**src/shp_pkg.sv**
```systemverilog
// constants and types for the serial host port
package shp_pkg;
   localparam int ADDR_W = 7;
   localparam int DATA_W = 8;
   localparam int NREG = 128;
   localparam int FRAME_W = 8;
   localparam logic [2:0] LAST_BIT = 3'h7;
   localparam logic [ADDR_W-1:0] REG_RATE_A = 7'h22;
   localparam int RATE_A_BIT = 2;
   localparam logic [ADDR_W-1:0] REG_RATE_B = 7'h26;
   localparam int RATE_B_LO = 5;
   localparam int RATE_B_HI = 6;
   localparam logic [DATA_W-1:0] REG_RST_VAL = 8'h00;
   localparam int SYNC_W = 6;
   localparam int PIN_SCLK = 5;
   localparam int PIN_SIN = 4;
   localparam int PIN_CS = 3;
   localparam int PIN_SEL = 2;
   localparam int PIN_MRES = 1;
   localparam int PIN_STRAP = 0;
   localparam logic [SYNC_W-1:0] SYNC_RST = 6'h08;
   typedef enum logic [3:0] {
      SHP_IDLE = 4'h1,
      SHP_CMD = 4'h2,
      SHP_WR = 4'h4,
      SHP_RD = 4'h8
   } shp_state_e;
endpackage

```
**src/shp_serial_port.sv**
```systemverilog
// serial host port with master reset and rate-family strap
// Behaviour
// - transfers happen only while select is low; high select ignores the port.
// - edge select at one makes the serial clock falling edge active.
// - with edge select zero, serial input is captured on rising edges.
// - host shifts command, address and write data; device writes the register.
// - read data is shifted out serially, most significant bit first.
// - low master reset returns all state and registers to defaults.
// - at power-up or master reset, rate bits load from the strap level.
// - strap low gives the SDH family, strap high the SONET family.
// - software writes may later override the rate bits freely.
`timescale 1ns/10ps
`default_nettype none
module shp_serial_port (
   input wire logic clock,
   input wire logic rst,
   input wire logic serial_clk,
   input wire logic host_select_n,
   input wire logic serial_in,
   input wire logic serial_edge_select,
   input wire logic master_reset_n,
   input wire logic rate_family_strap,
   output logic serial_out,
   output logic serial_out_en,
   output logic [2:0] rate_family_bits
);
   import shp_pkg::*;

   logic [SYNC_W-1:0] pin_s;
   logic sclk_s, sin_s, cs_s, sel_s, mres_s, strap_s;
   shp_state_e state_reg, state_next;
   logic [2:0] cnt_reg, cnt_next;
   logic [DATA_W-2:0] shift_reg, shift_next;
   logic [ADDR_W-1:0] addr_reg, addr_next;
   logic [DATA_W-1:0] oshift_reg, oshift_next;
   logic sclk_prev_reg;
   logic sout_reg, sout_next;
   logic sout_en_reg, sout_en_next;
   logic pending_reg, pending_next;
   logic [DATA_W-1:0] regs_reg [0:NREG-1];
   logic [DATA_W-1:0] regs_next [0:NREG-1];
   logic rise, fall, active, launch, wr_done;
   logic [FRAME_W-1:0] full;

   shp_sync #(.WIDTH(SYNC_W), .RST_VAL(SYNC_RST)) u_sync (
      .clock(clock),
      .rst(rst),
      .pin_in({serial_clk, serial_in, host_select_n, serial_edge_select,
               master_reset_n, rate_family_strap}),
      .pin_sync(pin_s)
   );

   assign sclk_s = pin_s[PIN_SCLK];
   assign sin_s = pin_s[PIN_SIN];
   assign cs_s = pin_s[PIN_CS];
   assign sel_s = pin_s[PIN_SEL];
   assign mres_s = pin_s[PIN_MRES];
   assign strap_s = pin_s[PIN_STRAP];

   // picks the falling or rising edge by the select level
   function automatic logic edge_pick(input logic r, input logic f, input logic use_fall);
      return use_fall ? f : r;
   endfunction

   assign rise = sclk_s & ~sclk_prev_reg;
   assign fall = ~sclk_s & sclk_prev_reg;
   assign active = edge_pick(rise, fall, sel_s);
   assign launch = edge_pick(rise, fall, ~sel_s);
   assign full = {shift_reg, sin_s};

   always_comb begin
      state_next = state_reg;
      cnt_next = cnt_reg;
      shift_next = shift_reg;
      addr_next = addr_reg;
      oshift_next = oshift_reg;
      sout_next = sout_reg;
      pending_next = pending_reg;
      wr_done = 1'b0;
      for (int i = 0; i < NREG; i++) begin
         regs_next[i] = regs_reg[i];
      end
      if (!mres_s) begin
         // master reset clears everything to defaults
         state_next = SHP_IDLE;
         cnt_next = 3'h0;
         shift_next = '0;
         addr_next = '0;
         oshift_next = '0;
         sout_next = 1'b0;
         for (int i = 0; i < NREG; i++) begin
            regs_next[i] = REG_RST_VAL;
         end
         pending_next = 1'b1;
      end else begin
         pending_next = 1'b0;
         case (state_reg)
            SHP_IDLE: begin
               if (!cs_s) begin
                  state_next = SHP_CMD;
                  cnt_next = 3'h0;
               end
            end
            SHP_CMD: begin
               if (active) begin
                  shift_next = full[DATA_W-2:0];
                  cnt_next = cnt_reg + 3'h1;
                  if (cnt_reg == LAST_BIT) begin
                     // first bit is read flag, then address
                     addr_next = full[ADDR_W-1:0];
                     if (full[FRAME_W-1]) begin
                        state_next = SHP_RD;
                        oshift_next = regs_reg[full[ADDR_W-1:0]];
                     end else begin
                        state_next = SHP_WR;
                     end
                  end
               end
            end
            SHP_WR: begin
               if (active) begin
                  shift_next = full[DATA_W-2:0];
                  cnt_next = cnt_reg + 3'h1;
                  if (cnt_reg == LAST_BIT) begin
                     wr_done = 1'b1;
                     regs_next[addr_reg] = full;
                     state_next = SHP_CMD;
                  end
               end
            end
            SHP_RD: begin
               if (launch) begin
                  sout_next = oshift_reg[DATA_W-1];
                  oshift_next = {oshift_reg[DATA_W-2:0], 1'b0};
               end
               if (active) begin
                  cnt_next = cnt_reg + 3'h1;
                  if (cnt_reg == LAST_BIT) begin
                     state_next = SHP_CMD;
                  end
               end
            end
            default: begin
               state_next = SHP_IDLE;
            end
         endcase
         if (cs_s) begin
            state_next = SHP_IDLE;
            cnt_next = 3'h0;
         end
      end
      if (!mres_s || pending_reg) begin
         // strap level seeds the rate-family bits
         regs_next[REG_RATE_A][RATE_A_BIT] = strap_s;
         regs_next[REG_RATE_B][RATE_B_LO] = strap_s;
         regs_next[REG_RATE_B][RATE_B_HI] = strap_s;
      end
      sout_en_next = mres_s && !cs_s && (state_next == SHP_RD);
   end

   always_ff @(posedge clock or posedge rst) begin
      if (rst) begin
         state_reg <= SHP_IDLE;
         cnt_reg <= 3'h0;
         shift_reg <= '0;
         addr_reg <= '0;
         oshift_reg <= '0;
         sclk_prev_reg <= 1'b0;
         sout_reg <= 1'b0;
         sout_en_reg <= 1'b0;
         pending_reg <= 1'b1;
         for (int i = 0; i < NREG; i++) begin
            regs_reg[i] <= REG_RST_VAL;
         end
      end else begin
         state_reg <= state_next;
         cnt_reg <= cnt_next;
         shift_reg <= shift_next;
         addr_reg <= addr_next;
         oshift_reg <= oshift_next;
         sclk_prev_reg <= sclk_s;
         sout_reg <= sout_next;
         sout_en_reg <= sout_en_next;
         pending_reg <= pending_next;
         for (int i = 0; i < NREG; i++) begin
            regs_reg[i] <= regs_next[i];
         end
      end
   end

   assign serial_out = sout_reg;
   assign serial_out_en = sout_en_reg;
   assign rate_family_bits = {regs_reg[REG_RATE_B][RATE_B_HI], regs_reg[REG_RATE_B][RATE_B_LO],
                              regs_reg[REG_RATE_A][RATE_A_BIT]};

   // checks
   idle_ignore_a: assert property (@(posedge clock) disable iff (rst)
      cs_s |=> state_reg == SHP_IDLE && cnt_reg == 3'h0)
      else $error("select high did not hold the port idle");
   fall_edge_a: assert property (@(posedge clock) disable iff (rst)
      sel_s && rise && mres_s && !cs_s && state_reg == SHP_CMD |=> $stable(cnt_reg))
      else $error("rising edge counted while falling edge selected");
   rise_capture_a: assert property (@(posedge clock) disable iff (rst)
      !sel_s && rise && mres_s && !cs_s && state_reg == SHP_WR && cnt_reg != LAST_BIT
      |=> shift_reg[0] == $past(sin_s))
      else $error("input bit not captured on rising edge");
   write_store_a: assert property (@(posedge clock) disable iff (rst)
      wr_done && !cs_s && addr_reg != REG_RATE_A && addr_reg != REG_RATE_B
      |=> regs_reg[$past(addr_reg)] == $past(full))
      else $error("write data not stored");
   read_out_a: assert property (@(posedge clock) disable iff (rst)
      mres_s && state_reg == SHP_RD && launch |=> serial_out == $past(oshift_reg[DATA_W-1]))
      else $error("read bit not launched");
   mreset_clear_a: assert property (@(posedge clock) disable iff (rst)
      !mres_s |=> state_reg == SHP_IDLE && regs_reg[0] == REG_RST_VAL && !serial_out_en)
      else $error("master reset did not clear state");
   strap_load_a: assert property (@(posedge clock) disable iff (rst)
      !mres_s ##1 !mres_s |=> rate_family_bits == {3{$past(strap_s)}})
      else $error("rate bits not loaded from strap");
   strap_family_a: assert property (@(posedge clock) disable iff (rst)
      !mres_s && !strap_s |=> rate_family_bits == 3'h0)
      else $error("low strap did not select SDH rates");
   sw_override_a: assert property (@(posedge clock) disable iff (rst)
      wr_done && !cs_s && !pending_reg && addr_reg == REG_RATE_B
      |=> regs_reg[REG_RATE_B] == $past(full))
      else $error("software could not override rate bits");
   out_float_a: assert property (@(posedge clock) disable iff (rst)
      cs_s |=> !serial_out_en)
      else $error("output driven with select high");
   write_seen_c: cover property (@(posedge clock) disable iff (rst) wr_done);
   read_seen_c: cover property (@(posedge clock) disable iff (rst)
      state_reg == SHP_RD && cnt_reg == LAST_BIT && active);
   fall_mode_c: cover property (@(posedge clock) disable iff (rst) sel_s && wr_done);
endmodule
`default_nettype wire

```
**src/shp_sync.sv**
```systemverilog
// two-flop synchroniser for a group of pin levels
`timescale 1ns/10ps
`default_nettype none
module shp_sync #(
   parameter int WIDTH = 1,
   parameter logic [WIDTH-1:0] RST_VAL = '0
) (
   input wire logic clock,
   input wire logic rst,
   input wire logic [WIDTH-1:0] pin_in,
   output logic [WIDTH-1:0] pin_sync
);
   genvar i;
   generate
      for (i = 0; i < WIDTH; i++) begin : g_bit
         logic meta_reg;
         logic sync_reg;
         always_ff @(posedge clock or posedge rst) begin
            if (rst) begin
               meta_reg <= RST_VAL[i];
               sync_reg <= RST_VAL[i];
            end else begin
               meta_reg <= pin_in[i];
               sync_reg <= meta_reg;
            end
         end
         assign pin_sync[i] = sync_reg;
      end
   endgenerate
endmodule
`default_nettype wire

```
**config.mk**
```make
export PLATFORM = sky130hd
export DESIGN_NAME = shp_serial_port
export DESIGN_NICKNAME = d
export VERILOG_FILES = /design/src/shp_pkg.sv /design/src/shp_serial_port.sv /design/src/shp_sync.sv
export SDC_FILE = /design/constraint.sdc
export NUM_CORES = 2
export LEC_CHECK = 0
export ABC_CLOCK_PERIOD_IN_PS = 43900
export BUFFER_PORTS_ARGS = -buffer_cell sky130_fd_sc_hd__buf_4
export CORE_MARGIN = 2
export CORE_UTILIZATION = 55
export DETAILED_ROUTE_END_ITERATION = 8
export PLACE_DENSITY_LB_ADDON = 0.08
export SLEW_MARGIN = 20
export SYNTH_ARGS = -nofsm -noshare
export SYNTH_HDL_FRONTEND = slang
export SYNTH_HIERARCHICAL = 1
export SYNTH_SLANG_ARGS = --single-unit
```
**constraint.sdc**
```tcl
create_clock -name clock -period 43.9 [get_ports clock]
set_clock_uncertainty 0.2 [all_clocks]
set_input_delay 8.78 -clock clock [delete_from_list [all_inputs] [get_ports clock]]
set_output_delay 8.78 -clock clock [all_outputs]
set_load 0.05 [all_outputs]
```
==> summary.log <==
INFO  sta            setup_viol_count_final=0
INFO  final_layout   nets=5360
INFO  yosys          asyncSetResetFlopFracSynth=100.0%
INFO  sta            final.period_utilization=26.63%
INFO  route          avgViaCountPerCell=6.353
INFO  yosys          synth.ff_latch_count=1069
INFO  yosys          synth_top_family_by_area=simple AND/OR/NAND/NOR gates
INFO  sta            finalHoldViolations=0
INFO  worst_setup_path worst_path_most_repeated_cell=buf_4
INFO  power          power_density=37.08nW/um^2
INFO  final_layout   fin_cells=6705
INFO  sta            tightestPinTransition=1273ps
INFO  die            die_area=96760squm
INFO  global_routing number_of_global_route_vias_before_repair=41020
INFO  yosys          yosys.area_share.xor_xnor=0.03378%
INFO  final_layout   finish.utilization=60.40%
INFO  final_layout   largest_register_ffs=1021
INFO  route          drtPass1Iterations=6
INFO  clocking       cts_resized=0
INFO  clocking       cts.clk_slew.worst_paths=60ps
INFO  clocking       htreeDepth=3
INFO  global_routing met1_usage=50.32%
INFO  yosys          synth.yosys.seq_area_share=51.59%
INFO  worst_setup_path crit_path_cell_trace=buf_4 -> inv_8 -> buf_4 -> buf_4 -> buf_4
INFO  final_layout   num-fill-cells=7978
INFO  power          vdd.ir_drop.worst=0.03153mV
INFO  route          postRouteWirelength=168700um
INFO  sta            holdWs=149.8ps
INFO  global_routing grt_first_pass_wirelength=259500um
INFO  clocking       cts_buffer_depth=3
INFO  worst_setup_path worstSetupPathType=primary input to asynchronous set/reset pin
INFO  die            die_height=311.1um
INFO  final_layout   regArea=26790squm
INFO  die            initial_core_util=55.57%
INFO  worst_setup_path cp_slowest_cell=buf_4
INFO  worst_setup_path critical_path.max_fanout=119
INFO  final_layout   most_common_library_cell_in_the_layout_ignoring_fill_and_taps=nand2_1
INFO  yosys          share_of_synthesized_area_spent_on_multiplexers=12.23%
INFO  yosys          syn_inst=5591
INFO  route          routed_wire_length_per_instance=25.16um
INFO  final_layout   mostFrequentLayoutCells=nand2_1 (2032), dfrtp_1 (1057), a21oi_1 (1048)
INFO  hold_path      timing.hold.worst.class=register to register
INFO  sta            setup_repair_after_global_routing_missed_its_margin=no
INFO  yosys          synthDominantAreaCellType=dfrtp_1
INFO  global_routing grt_antenna_before_repair=2
INFO  die            chipWidth=311.1um
INFO  yosys          yosys_warnings=6
INFO  placement      count_of_buffers_from_port_buffering=12
INFO  sta            setup_tns=0ps
INFO  clocking       tritoncts_clock_tree=done
INFO  placement      placement.cell_area=52460squm
INFO  yosys          synth_simple_gate_area_share=19.06%
INFO  global_routing grt_util_overall=34.70%
INFO  worst_setup_path cp_data_arrival_time=12230ps
INFO  sta            final_max_slew_viol_count=0
INFO  final_layout   layout-drive-gt1-share=12.22%
INFO  sta            finalCriticalPeriod=11690ps
INFO  worst_setup_path cp-end-kind=asynchronous set/reset pin
INFO  yosys          netlist_area_before_placement=51860squm
INFO  clocking       tritoncts.num_buffers=115
INFO  global_routing grt_start_max_net_pins=233
INFO  yosys          synthDistinctLibCells=75
INFO  power          total_chip_power=2.090mW
INFO  placement      gpl.final_weighted_congestion=0.8944
INFO  power          power.static_leakage=22.01nW
INFO  route          drt_iter0_drc=5355
INFO  yosys          synth_fa_ha_area_share=0.04825%
INFO  route          remaining_drc_errors=0
INFO  die            fp-row-count=112
INFO  final_layout   multi_input_comb_area=23300squm
INFO  flow_run       cap_violations=0
INFO  yosys          synth_enable_flop_cells=0
INFO  route          routed-via-count=42600
INFO  worst_setup_path critPathLaunchType=primary input
INFO  yosys          synth_nets=5601
INFO  placement      preCtsSetupSlack=31350ps
INFO  placement      detailedPlacementHpwl=100200um
INFO  sta            slew-limit-headroom=15.14%
INFO  yosys          netlist_top_cells_area=dfrtp_1 (51%), nand2_1 (15%), mux4_2 (11%)
INFO  final_layout   area_growth_syn_to_layout=8.693%
INFO  die            io-pin-count=13
INFO  sta            setup_ws=32210ps
INFO  clocking       clock_sink_count=1069
INFO  yosys          synth_flop_cell=dfrtp_1
INFO  worst_setup_path slowest_delay=890ps
INFO  clocking       ctsHoldBuffers=0
INFO  clocking       cts_post_setup_buffers_inserted=0
INFO  global_routing grt_most_used_layer=met2
INFO  yosys          share_of_the_synthesized_area_in_compound_gates_ao_oa_aoi_oai=13.38%
INFO  global_routing met2_usage=51.92%
INFO  clocking       clk_latency=740ps
INFO  global_routing global_route.usage.met3=7.131%
INFO  placement      post-place-cells=6486
INFO  die            floorplan.core_area=93330squm
INFO  status         run_status=finished clean
INFO  sta            maxClockFrequency=85.55MHz
INFO  route          antenna_violating_nets_remaining=0
INFO  clocking       clock_tree.root_cell=clkbuf_16
INFO  worst_setup_path crit_required=44440ps
INFO  yosys          syn_area_per_cell=9.276squm
INFO  final_layout   layout.cell_area.non_filler=56370squm
INFO  global_routing overflow=0
INFO  yosys          synthDominantCellAreaShare=51.39%
-- cell type report --
type	instances	share of cell area, %
multi-input combinational	4060	41.34
timing repair buffer	92	1.407
sequential	1069	47.52
clock buffer	182	6.213
tap	1254	2.784
inverter	12	0.1065
clock inverter	33	0.6215
antenna	3	0.01332
-- synthesized netlist by cell type, types with 12 or more instances --
library cell / count
nand2_1: 2033
dfrtp_1: 1065
a21oi_1: 1048
clkbuf_1: 347
mux4_2: 251
o21ai_0: 155
nor2_1: 154
buf_2: 61
nand4_1: 41
or2_2: 35
mux2_2: 33
mux2i_1: 32
nand3_1: 30
buf_1: 26
nor2_4: 24
o22ai_1: 23
a22oi_1: 20
nor2b_1: 20
a211oi_1: 13
a31oi_1: 13
buf_4: 13
nor3_1: 12
-- worst paths after layout --
path / endpoint / start / cells past startpoint / slack, ps
worst max register to register: oshift_reg[5]$_DFFE_PP0P_ / u_sync/g_bit[4].sync_reg$_DFF_PP0_ / 9 / 38030
min in group asynchronous: u_sync/g_bit[4].sync_reg$_DFF_PP0_ / rst / 2 / 7890
worst max-delay path: regs_reg[86]$_DFFE_PP0P_ / rst / 5 / 32210
max in group clock: rate_family_bits[2] / rate_family_bits[2]$_DFFE_PP0P_ / 1 / 33560
worst min-delay path: u_sync/g_bit[2].sync_reg$_DFF_PP0_ / u_sync/g_bit[2].meta_reg$_DFF_PP0_ / 0 / 150
worst min register to register: u_sync/g_bit[2].sync_reg$_DFF_PP0_ / u_sync/g_bit[2].meta_reg$_DFF_PP0_ / 0 / 150
-- logic make-up (layout without fill, tap and decap cells) --
logic type	Yosys count	in the layout
flops	1069	1069
other cells	0	3
xor+xnor	2	2
mux	316	316
buf+inv	462	319
compound gates	1321	1321
fa+ha+maj	2	2
simple gates	2419	2419
-- critical path: cells and delay by family --
family / cells / cell delay [ps]
buf+inv: 5 / 3210
-- power by group --
group	switching, mW	internal [mW]	total (mW)
logic	0.0807	0.0207	0.101
registers	0.00614	0.987	0.993
clock network	0.416	0.580	0.996
-- layer usage --
| layer | part of all wire (%) | up-vias |
|---|---|---|
| met3 | 9.0 | 412 |
| met1 | 42 | 21560 |
| met2 | 45 | 2001 |
| met5 | 0.0065 | - |
| met4 | 4.1 | 2 |
| li1 | - | 18620 |
Note: power is estimated with default switching activity, not from simulation.
